### src/rtl/modulator_pkg.sv
package modulator_pkg;

  // ----------------------------------------------------------------
  // register map
  // ----------------------------------------------------------------
  localparam int ADDR_W = 12;
  localparam int DATA_W = 32;
  localparam int REG_W = 8;
  localparam logic [11:0] CTRL_OFS = 12'h000;
  localparam logic [11:0] SRC_OFS = 12'h004;

  // ----------------------------------------------------------------
  // modulation_control fields
  // ----------------------------------------------------------------
  localparam int CTL_EN_BIT = 7;
  localparam int CTL_OE_BIT = 6;
  localparam int CTL_SLR_BIT = 5;
  localparam int CTL_POL_BIT = 4;
  localparam int CTL_OUT_BIT = 3;
  localparam int CTL_SW_BIT = 0;
  localparam logic [7:0] CTRL_WMASK = 8'hF1;
  localparam logic [7:0] CTRL_RST = 8'h20;

  // ----------------------------------------------------------------
  // modulation_source_select fields
  // ----------------------------------------------------------------
  localparam int SRC_DIS_BIT = 7;
  localparam int SEL_W = 4;
  localparam int NUM_SRC = 16;
  localparam logic [7:0] SRC_WMASK = 8'h8F;
  localparam logic [7:0] SRC_RST = 8'h00;

  // ----------------------------------------------------------------
  // source codes; all others connect nothing
  // ----------------------------------------------------------------
  localparam logic [3:0] SEL_SWBIT = 4'h0;
  localparam logic [3:0] SEL_PIN = 4'h1;
  localparam logic [3:0] SEL_PWM = 4'h2;
  localparam logic [3:0] SEL_CMP1 = 4'h6;
  localparam logic [3:0] SEL_CMP2 = 4'h7;
  localparam logic [3:0] SEL_SDO = 4'h8;
  localparam logic [3:0] SEL_UTX = 4'hA;

  // ----------------------------------------------------------------
  // timing
  // ----------------------------------------------------------------
  localparam int SYNC_STAGES = 2;

endpackage

### src/rtl/pin_sync.sv
`timescale 1ns/10ps
module pin_sync
  import modulator_pkg::*;
#(
  parameter int STAGES = SYNC_STAGES
) (
  input wire logic sys_clk,
  input wire logic reset_n,
  input wire logic asyncIn,
  output logic syncOut
);

  logic [STAGES-1:0] chain_ff;

  if (STAGES < 2) begin : gBadStages
    $error("pin_sync needs at least two stages");
  end

  // only the last stage is read; earlier ones may be metastable
  always_ff @(posedge sys_clk or negedge reset_n) begin
    if (!reset_n) begin
      chain_ff <= '0;
    end else begin
      chain_ff <= {chain_ff[STAGES-2:0], asyncIn};
    end
  end

  assign syncOut = chain_ff[STAGES-1];

endmodule

### src/rtl/source_select.sv
`timescale 1ns/10ps
module source_select
  import modulator_pkg::*;
#(
  parameter int SW = SEL_W,
  parameter int NS = NUM_SRC
) (
  input wire logic [SW-1:0] sel,
  input wire logic pinDisable,
  input wire logic swBit,
  input wire logic pinIn,
  input wire logic pwmOut,
  input wire logic cmp1Out,
  input wire logic cmp2Out,
  input wire logic sdoOut,
  input wire logic uartTxOut,
  output logic modSrc,
  output logic [NS-1:0] nxt_pinDis
);

  logic [NS-1:0] srcVec;

  if (NS != (1 << SW)) begin : gBadSlots
    $error("source_select needs one slot per select code");
  end

  // ----------------------------------------------------------------
  // source table
  // ----------------------------------------------------------------
  always_comb begin
    srcVec = '0;
    srcVec[SEL_SWBIT] = swBit;
    srcVec[SEL_PIN] = pinIn;
    srcVec[SEL_PWM] = pwmOut;
    srcVec[SEL_CMP1] = cmp1Out;
    srcVec[SEL_CMP2] = cmp2Out;
    srcVec[SEL_SDO] = sdoOut;
    srcVec[SEL_UTX] = uartTxOut;
  end

  // reserved slots stay zero, so those codes leave the input idle
  assign modSrc = srcVec[sel];

  // ----------------------------------------------------------------
  // per-source pin release
  // ----------------------------------------------------------------
  genvar i;
  generate
    for (i = 0; i < NS; i++) begin : gDis
      assign nxt_pinDis[i] = pinDisable && (sel == SW'(i));
    end
  endgenerate

endmodule

### src/rtl/modulator_source_and_control.sv
`timescale 1ns/10ps
// Summary of operation
// - output enable bit drives modulator output pin
// - control bit 3 reads live modulator output
// - software bit modulates only when selected
// - disable bit releases selected source's pin
// - unimplemented bits ignore writes, read zero
// - reserved select codes connect no source
// - enable bit mixes; cleared gives no output
// - polarity bit inverts the modulated output
// - reset disables module, registers take defaults
module modulator_source_and_control
  import modulator_pkg::*;
(
  input wire logic sys_clk,
  input wire logic reset_n,
  input wire logic [ADDR_W-1:0] paddr,
  input wire logic psel,
  input wire logic penable,
  input wire logic pwrite,
  input wire logic [DATA_W-1:0] pwdata,
  output logic pready,
  output logic [DATA_W-1:0] prdata,
  output logic pslverr,
  input wire logic modInPin,
  input wire logic carrierHigh,
  input wire logic carrierLow,
  input wire logic pwmOut,
  input wire logic cmp1Out,
  input wire logic cmp2Out,
  input wire logic sdoOut,
  input wire logic uartTxOut,
  output logic modPinOut,
  output logic modPinOe,
  output logic slewLimit,
  output logic [NUM_SRC-1:0] srcPinDisable
);

  // ----------------------------------------------------------------
  // declarations
  // ----------------------------------------------------------------
  logic [REG_W-1:0] ctrl_ff;
  logic [REG_W-1:0] src_ff;
  logic [DATA_W-1:0] rdata_ff;
  logic out_ff;
  logic oe_ff;
  logic pinOut_ff;
  logic [NUM_SRC-1:0] pinDis_ff;
  logic [NUM_SRC-1:0] nxt_pinDis;
  logic [REG_W-1:0] nxt_ctrl;
  logic [REG_W-1:0] nxt_src;
  logic [REG_W-1:0] rdByte;
  logic nxt_out;
  logic pinSync;
  logic modSrc;
  logic mixed;
  logic hitCtrl;
  logic hitSrc;
  logic mapped;
  logic setup;
  logic wrAcc;
  logic [SEL_W-1:0] srcSel;
  logic selReserved;

  // ----------------------------------------------------------------
  // apb decode
  // ----------------------------------------------------------------
  // zero wait states keep software timing simple; no slow path exists
  assign pready = 1'b1;
  assign hitCtrl = (paddr == CTRL_OFS);
  assign hitSrc = (paddr == SRC_OFS);
  assign mapped = hitCtrl || hitSrc;
  assign setup = psel && !penable;
  assign wrAcc = psel && penable && pwrite && mapped;
  assign pslverr = psel && penable && !mapped;

  // ----------------------------------------------------------------
  // register writes
  // ----------------------------------------------------------------
  always_comb begin
    nxt_ctrl = ctrl_ff;
    if (wrAcc && hitCtrl) begin
      nxt_ctrl = pwdata[REG_W-1:0] & CTRL_WMASK;
    end
  end

  always_comb begin
    nxt_src = src_ff;
    if (wrAcc && hitSrc) begin
      nxt_src = pwdata[REG_W-1:0] & SRC_WMASK;
    end
  end

  always_ff @(posedge sys_clk or negedge reset_n) begin
    if (!reset_n) begin
      ctrl_ff <= CTRL_RST;
    end else begin
      ctrl_ff <= nxt_ctrl;
    end
  end

  always_ff @(posedge sys_clk or negedge reset_n) begin
    if (!reset_n) begin
      src_ff <= SRC_RST;
    end else begin
      src_ff <= nxt_src;
    end
  end

  // ----------------------------------------------------------------
  // read path
  // ----------------------------------------------------------------
  // data is taken in the setup cycle so it is a flop at the access
  always_comb begin
    rdByte = '0;
    if (hitCtrl) begin
      rdByte = ctrl_ff;
      rdByte[CTL_OUT_BIT] = out_ff;
    end else if (hitSrc) begin
      rdByte = src_ff;
    end
  end

  always_ff @(posedge sys_clk or negedge reset_n) begin
    if (!reset_n) begin
      rdata_ff <= '0;
    end else if (setup && !pwrite) begin
      rdata_ff <= {{(DATA_W-REG_W){1'b0}}, rdByte};
    end
  end

  assign prdata = rdata_ff;

  // ----------------------------------------------------------------
  // source selection
  // ----------------------------------------------------------------
  assign srcSel = src_ff[SEL_W-1:0];

  pin_sync #(
    .STAGES(SYNC_STAGES)
  ) uSync (
    .sys_clk(sys_clk),
    .reset_n(reset_n),
    .asyncIn(modInPin),
    .syncOut(pinSync)
  );

  source_select #(
    .SW(SEL_W),
    .NS(NUM_SRC)
  ) uSel (
    .sel(srcSel),
    .pinDisable(src_ff[SRC_DIS_BIT]),
    .swBit(ctrl_ff[CTL_SW_BIT]),
    .pinIn(pinSync),
    .pwmOut(pwmOut),
    .cmp1Out(cmp1Out),
    .cmp2Out(cmp2Out),
    .sdoOut(sdoOut),
    .uartTxOut(uartTxOut),
    .modSrc(modSrc),
    .nxt_pinDis(nxt_pinDis)
  );

  always_ff @(posedge sys_clk or negedge reset_n) begin
    if (!reset_n) begin
      pinDis_ff <= '0;
    end else begin
      pinDis_ff <= nxt_pinDis;
    end
  end

  assign srcPinDisable = pinDis_ff;

  // ----------------------------------------------------------------
  // mixing and output
  // ----------------------------------------------------------------
  // carriers arrive already chosen; a source high picks carrier high
  assign mixed = modSrc ? carrierHigh : carrierLow;

  always_comb begin
    nxt_out = 1'b0;
    if (ctrl_ff[CTL_EN_BIT]) begin
      nxt_out = mixed ^ ctrl_ff[CTL_POL_BIT];
    end
  end

  always_ff @(posedge sys_clk or negedge reset_n) begin
    if (!reset_n) begin
      out_ff <= 1'b0;
    end else begin
      out_ff <= nxt_out;
    end
  end

  always_ff @(posedge sys_clk or negedge reset_n) begin
    if (!reset_n) begin
      oe_ff <= 1'b0;
    end else begin
      oe_ff <= nxt_ctrl[CTL_OE_BIT];
    end
  end

  // the pin is held low as well as released, so no stale level leaks
  always_ff @(posedge sys_clk or negedge reset_n) begin
    if (!reset_n) begin
      pinOut_ff <= 1'b0;
    end else begin
      pinOut_ff <= nxt_out && nxt_ctrl[CTL_OE_BIT];
    end
  end

  assign modPinOe = oe_ff;
  assign modPinOut = pinOut_ff;
  assign slewLimit = ctrl_ff[CTL_SLR_BIT];

  // ----------------------------------------------------------------
  // checks
  // ----------------------------------------------------------------
  assign selReserved = !(srcSel inside {SEL_SWBIT, SEL_PIN, SEL_PWM,
    SEL_CMP1, SEL_CMP2, SEL_SDO, SEL_UTX});
endmodule

### config.mk
export PLATFORM = sky130hd
export DESIGN_NAME = modulator_source_and_control
export DESIGN_NICKNAME = d
export VERILOG_FILES = /design/src/rtl/modulator_pkg.sv /design/src/rtl/pin_sync.sv /design/src/rtl/source_select.sv /design/src/rtl/modulator_source_and_control.sv
export SDC_FILE = /design/constraint.sdc
export NUM_CORES = 1
export LEC_CHECK = 0
export ABC_AREA = 1
export BUFFER_PORTS_ARGS = -buffer_cell sky130_fd_sc_hd__buf_2
export CAP_MARGIN = 10
export CORE_UTILIZATION = 46
export CTS_BUF_LIST = sky130_fd_sc_hd__clkbuf_8 sky130_fd_sc_hd__clkbuf_16
export CTS_CLUSTER_DIAMETER = 50
export CTS_CLUSTER_SIZE = 10
export DETAILED_ROUTE_END_ITERATION = 6
export PLACE_DENSITY = 0.9
export RECOVER_POWER = 100
export SYNTH_ARGS = -nofsm -noshare
export SYNTH_HDL_FRONTEND = slang
export SYNTH_SLANG_ARGS = --single-unit
### constraint.sdc
create_clock -name sys_clk -period 2.4 [get_ports sys_clk]
set_clock_uncertainty 0.15 [all_clocks]
set_input_delay 0.12 -clock sys_clk [delete_from_list [all_inputs] [get_ports sys_clk]]
set_output_delay 0.12 -clock sys_clk [all_outputs]
set_load 0.1 [all_outputs]
Yosys cells after proc, flatten, opt, wreduce, memory -nomap -nowiden
Cells that the tools add are included.

cells by class
  equal/unequal tests = 16
  order comparisons = 1
  reduce and logical (&&, ||, !) cells = 31
  mux-type cells = 7
  bitwise operators = 1

operators with widths
  operator             count
  $eq 4x4->1 const B   8
  $logic_and 1x1->1    25
  $eq 4x3->1 const B   4
  $mux 8               2
  $eq 12x3->1 const B  1
  $logic_not 12->1     1
  $eq 4x2->1 const B   2
  $mux 7               1
  $lt 4x5->1 const B   1
  $bmux 1 s4           1
  $eq 4x1->1 const B   1
  $logic_not 4->1      1
  $logic_not 1->1      3
  $mux 1               3
  $logic_or 1x1->1     1
  $xor 1x1->1          1

storage, ports and cells
  logic and storage cells = 64
  bits in registers = 38
  output and inout port bits = 53
  input bits = 57

Longest topological paths before layout
Gate-level depths: netlist (run 1).

  word-level depth = 6
  depth in mapped cells = 10
  gate-level depth less buffers = 9

Hierarchy
From an unflattened synthesis (run 1), not the netlist that was laid out.

second synthesis, totals
  cell total of the unflattened synthesis = 221
  area, all modules = 1865.5 sq um

modules (own cells, without submodules)
  module                        times used  sequential area each (sq um)  cells an instance  area each (sq um)
  modulator_source_and_control  1           902.1                         170                1616.6
  source_select                 1           0.0                           49                 198.9
  pin_sync                      1           50.0                          2                  50.0

Least setup slack after synthesis (run 1)
Ideal clock, no wire load.

  kind = input -> output
  start = input port paddr[7]
  end = output port pslverr
  cell stages on the path = 6
  slack = 395 ps
  path buffers = 0
  arrival time = 1735 ps
  required time = 2130 ps
  cells stage by stage = nor2_1 > nand2_1 > nor2_2 > nand2_2 > nand2_4 > nor2_1

between the ends
  cells in the longest elaborated chain, start to end = 4
  elaborated cells between the ends (all ways) = 5
  classes of those cells = eq/ne (1); reduce/logical (4)

ends and longest elaborated chain
  item                                                    RTL line                                                                source
  from (decl)                                             modulator_source_and_control.sv:17                                      input wire logic [ADDR_W-1:0] paddr,
  $eq 12x3->1 / $logic_not 12->1 (equally long branches)  modulator_source_and_control.sv:71, modulator_source_and_control.sv:70
  $logic_or 1x1->1 (*)                                    modulator_source_and_control.sv:72                                      assign mapped = hitCtrl || hitSrc;
  $logic_not 1->1 (*)                                     modulator_source_and_control.sv:75                                      assign pslverr = psel && penable && !mapped;
  $logic_and 1x1->1 (*)                                   modulator_source_and_control.sv:75
  to (decl)                                               modulator_source_and_control.sv:24                                      output logic pslverr,

Mark *: on every way between the ends. The rest lies on a longest branch, timed or not.

Worst setup path after layout (run 1)
  start = register ctrl_ff[5]
  end = output port slewLimit

RTL lines
  item                    RTL line                            source
  from (decl)             modulator_source_and_control.sv:42  logic [REG_W-1:0] ctrl_ff;
  from (signal assigned)  modulator_source_and_control.sv:98  ctrl_ff <= nxt_ctrl;
  to (decl)               modulator_source_and_control.sv:35  output logic slewLimit,

No word-level cell between the ends.

==> results of run 1 <==
==> Yosys cell counts <==
cell / n
sky130_fd_sc_hd__a21oi_1: 1
sky130_fd_sc_hd__buf_2: 1
sky130_fd_sc_hd__buf_4: 25
sky130_fd_sc_hd__buf_6: 1
sky130_fd_sc_hd__conb_1: 2
sky130_fd_sc_hd__dfrtp_1: 37
sky130_fd_sc_hd__dfstp_2: 1
sky130_fd_sc_hd__inv_1: 23
sky130_fd_sc_hd__inv_2: 1
sky130_fd_sc_hd__nand2_1: 43
sky130_fd_sc_hd__nand2_2: 3
sky130_fd_sc_hd__nand2_4: 2
sky130_fd_sc_hd__nand3_1: 14
sky130_fd_sc_hd__nand3_2: 1
sky130_fd_sc_hd__nand3_4: 1
sky130_fd_sc_hd__nand3b_1: 1
sky130_fd_sc_hd__nand4_1: 2
sky130_fd_sc_hd__nor2_1: 30
sky130_fd_sc_hd__nor2_2: 2
sky130_fd_sc_hd__nor3_1: 1
sky130_fd_sc_hd__nor3_2: 1
sky130_fd_sc_hd__nor4_2: 1
sky130_fd_sc_hd__o21ai_0: 6
sky130_fd_sc_hd__o21ai_1: 5
sky130_fd_sc_hd__o31ai_1: 4
==> power groups by stage <==
stage | Sequential (uW) | Combinational, uW | Clock [uW]
floorplan | 656 | 225 | 0
global placement | 655 | 236 | 0
detailed placement | 655 | 238 | 0
CTS | 643 | 253 | 439
global route | 643 | 263 | 471
finish | 643 | 252 | 430
==> state kept, by name, summed over array words and instances, names as in the netlist <==
register,flops
ctrl_ff,5
modPinOut,1
out_ff,1
prdata,8
srcPinDisable,16
src_ff,5
uSync.chain_ff,2
==> cells by family (layout without fill, tap and decap cells) <==
family | count (synthesis) | after routing | synth area share (%)
and+or+nand+nor | 102 | 102 | 26.03
buffers and inverters | 51 | 104 | 16.18
DFF | 38 | 38 | 52.41
AOI/OAI and AO/OA | 16 | 16 | 4.958
other | 2 | 25 | 0.4134
==> what timing repair did <==
action,in CTS,in global routing
hold endpoints to repair,51,0
hold buffers,12,0
endpoints found under the setup margin,0,0
==> metal layers <==
metal | up-vias | wire length (um)
met5 | - | 0
met4 | 0 | 142
met3 | 13 | 288
met2 | 67 | 1911
met1 | 696 | 1469
li1 | 747 | -
==> worst paths after layout <==
kind / from / endpoint / slack, ps / cells after the start
worst max register to register: src_ff[0] / modPinOut / 810 / 9
worst min register to register: uSync.chain_ff[0] / uSync.chain_ff[1] / 200 / 0
worst min-delay path: paddr[2] / ctrl_ff[5] / 40 / 4
max in group asynchronous: reset_n / uSync.chain_ff[1] / 1230 / 2
min in group asynchronous: reset_n / srcPinDisable[13] / 330 / 2
worst max-delay path: ctrl_ff[5] / slewLimit / 420 / 1
==> cells in the final DEF (no fill, tap or decap), drive strengths merged <==
master       synthesis  layout
dfrtp               37      37
nor4                 1       1
nand4                2       2
inv                 24      26
nand2               48      48
buf                 27      30
conb                 2      25
nor3                 2       2
o31ai                4       4
a21oi                1       1
nand3               16      16
dlygate4sd3          0      12
o21ai               11      11
dfstp                1       1
clkbuf               0      36
nor2                32      32
nand3b               1       1
==> area by class of cell <==
cell class / instances / area [um^2]
sequential: 38 / 952.2
tap: 48 / 60.06
clock buffer: 6 / 82.58
fill: 353 / 1501
multi-input combinational: 143 / 636.9
timing repair buffer: 72 / 385.4
clock inverter: 2 / 7.507
inverter: 24 / 90.09
==> through the flow <==
stage / hold WS (ps) / area, um^2
2_1_floorplan: -325.6 / 1903
6_report: 44.19 / 2215
3_3_place_gp: 83.75 / 2059
3_5_place_dp: 84.25 / 2059
4_1_cts: 40.00 / 2270
5_1_grt: 73.73 / 2215
==> impl_results.rst, run 1 <==
.. list-table::
   :header-rows: 1

   * - Metric
     - Value
   * - Routing usage on met2
     - 31.77%
   * - Standard-cell row count
     - 22
   * - Part of the cycle the worst path needs
     - 82.36%
   * - Dpl hpwl
     - 2820 um
   * - Post-synthesis average cell area
     - 8.693 um^2
   * - Required time of the critical path
     - 2130 ps
   * - Sum of negative setup slack
     - 0 ps
   * - Total power
     - 1325 uW
   * - Share of power burned in combinational logic
     - 19.0%
   * - First-pass detailed-route iteration total
     - 4
   * - Switching power share of the total
     - 31.66%
   * - Via-per-instance ratio
     - 4.574
   * - Post-CTS setup buffer count
     - 0
   * - Starting density of the core
     - 48.89%
   * - Class of the tightest hold or removal check
     - primary input to register
   * - Total routed wirelength
     - 3812 um
   * - Power share of the sequential group
     - 48.6%
   * - P_sw
     - 419.3 uW
   * - Sequential cell area fraction in the yosys report
     - 52.41%
   * - Clock slew at the register clock pins of the worst setup and hold paths
     - 70 ps
   * - Routed Antenna Nets
     - 0
   * - Critical path type
     - register to primary output
   * - Setup violators final
     - 0
   * - GR Layer Usage met3
     - 5.282%
   * - Highest achievable clock rate
     - 505.9 MHz
   * - CTS resizes
     - 0
   * - Power per standard cell area
     - 598.1 nW/um^2
   * - GRT Util Overall
     - 19.16%
   * - Fin worst setup slack
     - 423.5 ps
   * - Clock buffers created by TritonCTS
     - 5
   * - Arrival time of data at the critical path endpoint
     - 1710 ps
   * - Final RePlAce weighted congestion
     - 0.8817
   * - Number of cells in the finished layout apart from fillers
     - 333
   * - Cell at the slowest stage of the critical path
     - sky130_fd_sc_hd__clkbuf_1
   * - Critical path launch point type
     - register
   * - Met1 track demand over resource
     - 21.61%
   * - Antenna violations before repair
     - 0
   * - Maximum VDD drop
     - 306.2 uV
   * - Remaining routing DRC violations
     - 0
   * - Crit path max fanout
     - 3
   * - Cell family with the largest share of critical-path delay
     - buffers and inverters
   * - Placed cell count
     - 313
   * - Area of the die
     - 4205 um^2
   * - P&R area growth vs syn
     - 21.90%
   * - First-pass GRT wire length
     - 5996 um
   * - Total number of nets in the final design
     - 341
   * - Pin count of the biggest net entering global routing
     - 39
   * - Total via count in the routed design
     - 1,523
   * - Average routed wire per standard cell
     - 11.45 um
   * - Antenna Diode Count
     - 0
   * - Clk sinks
     - 38
   * - Slowest Stage Delay on Critical Path
     - 870 ps
   * - Share of power burned in the clock network
     - 32.4%
   * - Worst-case setup slack after placement
     - 850.4 ps
   * - Ratio of cells with drive above 1 in the final layout
     - 16.84%
   * - Final Hold Violating Endpoints
     - 0
   * - Post-synth design cell area
     - 1817 um^2
   * - Clock latency on the worst-skew pair
     - 290 ps
   * - Total buffers and inverters traversed by the critical path
     - 1
   * - Worst Tran Pin Value
     - 1180 ps
   * - FF+latch count, synth
     - 38
   * - Status
     - finished clean
   * - Synth area leader
     - sky130_fd_sc_hd__dfrtp_1
   * - Internal Pwr Total
     - 905.3 uW
   * - Via count of the first global-routing pass
     - 1,362
   * - Overall die height
     - 64.85 um
   * - Max cap viols
     - 0
   * - Kind of capture point of the worst setup path
     - primary output
   * - Die outline width
     - 64.85 um
   * - Final Util
     - 59.60%
   * - RSZ-0062 raised after global routing
     - no
   * - Number of max-slew violations in the final report
     - 0
   * - Number of top-level pins
     - 110
   * - Aggregate global routing overflow
     - 0
   * - CTS tree
     - yes
   * - Clk root buf
     - sky130_fd_sc_hd__clkbuf_8
   * - Cells along the critical path
     - clkbuf_1
   * - Maximum level of the CTS H-tree
     - 2
   * - GR peak layer
     - met2
   * - CTS max path bufs
     - 2
   * - Core ar.
     - 3716 um^2
   * - Yosys warnings
     - 0
   * - Unique cell type count in the Yosys netlist
     - 25
   * - Remaining max-slew budget at the tightest pin
     - 21.67%
   * - Area share of the largest cell type after synthesis
     - 50.96%
   * - Violation count after the first detailed-routing iteration
     - 139
   * - Synth top area cells
     - sky130_fd_sc_hd__dfrtp_1 (51%), sky130_fd_sc_hd__buf_4 (10%), sky130_fd_sc_hd__nand2_1 (8.9%)
   * - Count of port buffers added during placement
     - 60
   * - Clock period minus final worst setup slack
     - 1977 ps
   * - Leakage power figure
     - 0.001167 uW
   * - Count of mapped cells out of synthesis
     - 209
No activity file was read; power rests on OpenSTA's default activity.
==> run 2, diff against run 1 <==
- CORE_UTILIZATION: 46 -> 39
- PLACE_DENSITY: 0.9 -> 0.81
- clock period: 2.4 -> 1.7 ns (I/O delays scaled with it)
==> run 2 against run 1 <==
Routed wire length decreased by 5.9%. Non-clock buffer count increased by 1. Combinational power increased by 42%. First-iteration DRC count decreased by 14%. Power increased by 36%. Hold slack got worse by 25 ps. Sequential share of layout area decreased by 0.78 points. Critical path depth increased by 4. Worst setup slack got worse by 350 ps. Core utilization decreased by 8.4 points.
==> impl_results.rst, run 2 (same netlist as run 1, synthesis figures left out) <==
.. list-table::
   :header-rows: 1

   * - Metric
     - Value
   * - Status
     - finished clean
   * - Clk sinks
     - 38 (unchanged)
   * - Cells along the critical path
     - dlygate4sd3_1 -> clkbuf_1 -> nand2_1 -> nor2_2 -> buf_2
   * - RSZ-0062 raised after global routing
     - no
   * - Clk root buf
     - sky130_fd_sc_hd__clkbuf_8
   * - Clock buffers created by TritonCTS
     - 5 (unchanged)
   * - Kind of capture point of the worst setup path
     - primary output
   * - Via count of the first global-routing pass
     - 1,456 (+6.9%)
   * - Core ar.
     - 4414 um^2 (+19%)
   * - CTS max path bufs
     - 2 (unchanged)
   * - Placed cell count
     - 318 (+1.6%)
   * - Remaining max-slew budget at the tightest pin
     - 41.10% (+19 points)
   * - Power per standard cell area
     - 799.0 nW/um^2 (+34%)
   * - Standard-cell row count
     - 24 (+9.1%)
   * - First-pass detailed-route iteration total
     - 4 (unchanged)
   * - Post-route cell area
     - 2258 um^2 (+2.0%)
   * - Antenna Diode Count
     - 0 (unchanged)
   * - Clock period minus final worst setup slack
     - 1626 ps
   * - Highest achievable clock rate
     - 615.0 MHz
   * - Average routed wire per standard cell
     - 10.64 um (-7.0%)
   * - Maximum level of the CTS H-tree
     - 2 (unchanged)
   * - Count of port buffers added during placement
     - 60 (unchanged)
   * - Maximum VDD drop
     - 374.3 uV (+22%)
   * - Share of power burned in the clock network
     - 29.8% (-2.6 points)
   * - Via-per-instance ratio
     - 4.409 (-3.6%)
   * - Most used cells in the layout excluding fill and tap cells
     - sky130_fd_sc_hd__nand2_1 (43), sky130_fd_sc_hd__dfrtp_1 (36), sky130_fd_sc_hd__buf_2 (32)
   * - Violation count after the first detailed-routing iteration
     - 119 (-14%)
   * - Total via count in the routed design
     - 1,486 (-2.4%)
   * - Routed Antenna Nets
     - 0 (unchanged)
   * - Overall die height
     - 70.25 um (+8.3%)
   * - FF-to-FF Start
     - src_ff[1]
   * - Final Hold Violating Endpoints
     - 0 (unchanged)
   * - Number of top-level pins
     - 110 (unchanged)
   * - Ratio of cells with drive above 1 in the final layout
     - 28.07% (+11 points)
   * - Part of the cycle the worst path needs
     - 95.65%
   * - P_sw
     - 573.2 uW (+37%)
   * - Share of power burned in combinational logic
     - 19.8% (+0.8 points)
   * - Post-placement cell area
     - 2087 um^2 (+1.3%)
   * - Total routed wirelength
     - 3587 um (-5.9%)
   * - Setup violators final
     - 0 (unchanged)
   * - Power share of the sequential group
     - 50.3% (+1.7 points)
   * - Pin count of the biggest net entering global routing
     - 39 (unchanged)
   * - Crit path max fanout
     - 3 (unchanged)
   * - Dpl hpwl
     - 2799 um (-0.76%)
   * - P&R area growth vs syn
     - 24.31%
   * - Final Util
     - 51.16% (-8.4 points)
   * - Critical path type
     - primary input to primary output
   * - Clock latency on the worst-skew pair
     - 280 ps (about the same)
   * - Leakage power figure
     - 0.001256 uW (+7.7%)
   * - Max FFs per register
     - 16 (unchanged)
   * - Total buffers and inverters traversed by the critical path
     - 3 (+2)
   * - Number of gates on the worst path with buffers counted
     - 5 (+4)
   * - Reg2Reg Setup Slack
     - 170 ps (-640 ps)
   * - Arrival time of data at the critical path endpoint
     - 1390 ps (-320 ps)
   * - Post-Route Hold Slack
     - 18.71 ps (-25.48 ps)
   * - Number of cells in the finished layout apart from fillers
     - 337 (+1.2%)
   * - Starting density of the core
     - 41.16% (-7.7 points)
   * - CTS tree
     - yes
   * - Switching power share of the total
     - 31.77% (+0.11 points)
   * - Max cap viols
     - 0 (unchanged)
   * - Die outline width
     - 70.25 um (+8.3%)
   * - Sum of negative setup slack
     - 0 ps (unchanged)
   * - Critical Path Start
     - penable
   * - Remaining routing DRC violations
     - 0 (unchanged)
   * - Class of the tightest hold or removal check
     - primary input to register
   * - GRT Util Overall
     - 16.16% (-3.0 points)
   * - Critical path capture point
     - pslverr
   * - Clock slew at the register clock pins of the worst setup and hold paths
     - 70 ps (about the same)
   * - Cell at the slowest stage of the critical path
     - sky130_fd_sc_hd__dlygate4sd3_1
   * - Required time of the critical path
     - 1460 ps (-670 ps)
   * - Antenna violations before repair
     - 0 (unchanged)
   * - Worst Reg-to-Reg Cells
     - 9 (unchanged)
   * - Worst Tran Pin Value
     - 883.6 ps (-296.4 ps)
   * - Critical path launch point type
     - primary input
   * - Total number of nets in the final design
     - 342 (+0.29%)
   * - Layout filler cell count
     - 443 (+25%)
   * - Aggregate global routing overflow
     - 0 (unchanged)
   * - First-pass GRT wire length
     - 6223 um (+3.8%)
   * - Number of max-slew violations in the final report
     - 0 (unchanged)
   * - Area of the die
     - 4935 um^2 (+17%)
   * - Internal Pwr Total
     - 1231 uW (+36%)
   * - Slowest Stage Delay on Critical Path
     - 530 ps (-340 ps)
   * - Destination of the worst register-to-register timing path
     - out_ff
   * - Final RePlAce weighted congestion
     - 0.8626 (-2.2%)
   * - Cell family with the largest share of critical-path delay
     - buffers and inverters
   * - Commonest non-fill, non-tap cell in the layout
     - sky130_fd_sc_hd__nand2_1
==> run 2: cell types whose count changed in the layout (fill, tap and decap cells not counted), sizes merged <==
cell,before,now
buf,30,32
clkbuf,36,34
==> run 2: power by group through the flow <==
| stage | registers (uW) | logic, uW | clock network [uW] |
|---|---|---|---|
| CTS | 908 | 365 | 558 |
| floorplan | 926 | 319 | 0 |
| finish | 908 | 358 | 538 |
| detailed placement | 925 | 344 | 0 |
| global route | 907 | 376 | 600 |
| global placement | 925 | 341 | 0 |
==> run 2: what timing repair did <==
action	CTS	global route
setup buffers	0	0
endpoints found under the hold margin	53	0
hold buffers	12	0
gates resized for setup	0	2
endpoints found under the setup margin	0	1
==> run 2: worst min-delay path: stages <==
cell	delay (ps)
sky130_fd_sc_hd__buf_2	90
sky130_fd_sc_hd__nor4_2	40
sky130_fd_sc_hd__nand2_2	110
sky130_fd_sc_hd__o31ai_1	80
==> run 2: how the worst min path moves through the flow <==
stage                  start               end  slack, ps  depth (start not counted)
floorplan            reset_n        ctrl_ff[0]       -360                          0
global placement     reset_n  srcPinDisable[6]        -90                          2
detailed placement   reset_n  srcPinDisable[2]        -90                          2
CTS                 paddr[0]         prdata[4]         10                          4
global route        paddr[2]        ctrl_ff[5]         50                          4
finish              paddr[0]         prdata[4]         20                          4
==> run 2: cell type report <==
class | instances | area [um^2] | share of cell area, %
clock buffer | 5 | 68.82 | 3.047
clock inverter | 2 | 7.507 | 0.3324
inverter | 24 | 90.09 | 3.989
multi-input combinational | 143 | 649.4 | 28.75
sequential | 38 | 953.4 | 42.22
tap | 52 | 65.06 | 2.881
timing repair buffer | 73 | 424.2 | 18.78
==> run 2: metal layers <==
| layer | up-vias | part of all wire, % | global-route usage [%] |
|---|---|---|---|
| met2 | 57 | 50 | 26.35 |
| met1 | 668 | 40 | 19.16 |
| met4 | 0 | 4.0 | 11.56 |
| met5 | - | 0 | 0 |
| li1 | 748 | - | - |
| met3 | 13 | 5.6 | 2.742 |
==> run 2: through the flow <==
| stage | setup WS, ps | total power, uW |
|---|---|---|
| after detailed placement | 152.1 | 1269 |
| final | 73.87 | 1805 |
| after global placement | 221.1 | 1266 |
| after floorplan | 159.0 | 1244 |
| after CTS | 116.6 | 1832 |
| after global routing | 6.711 | 1884 |
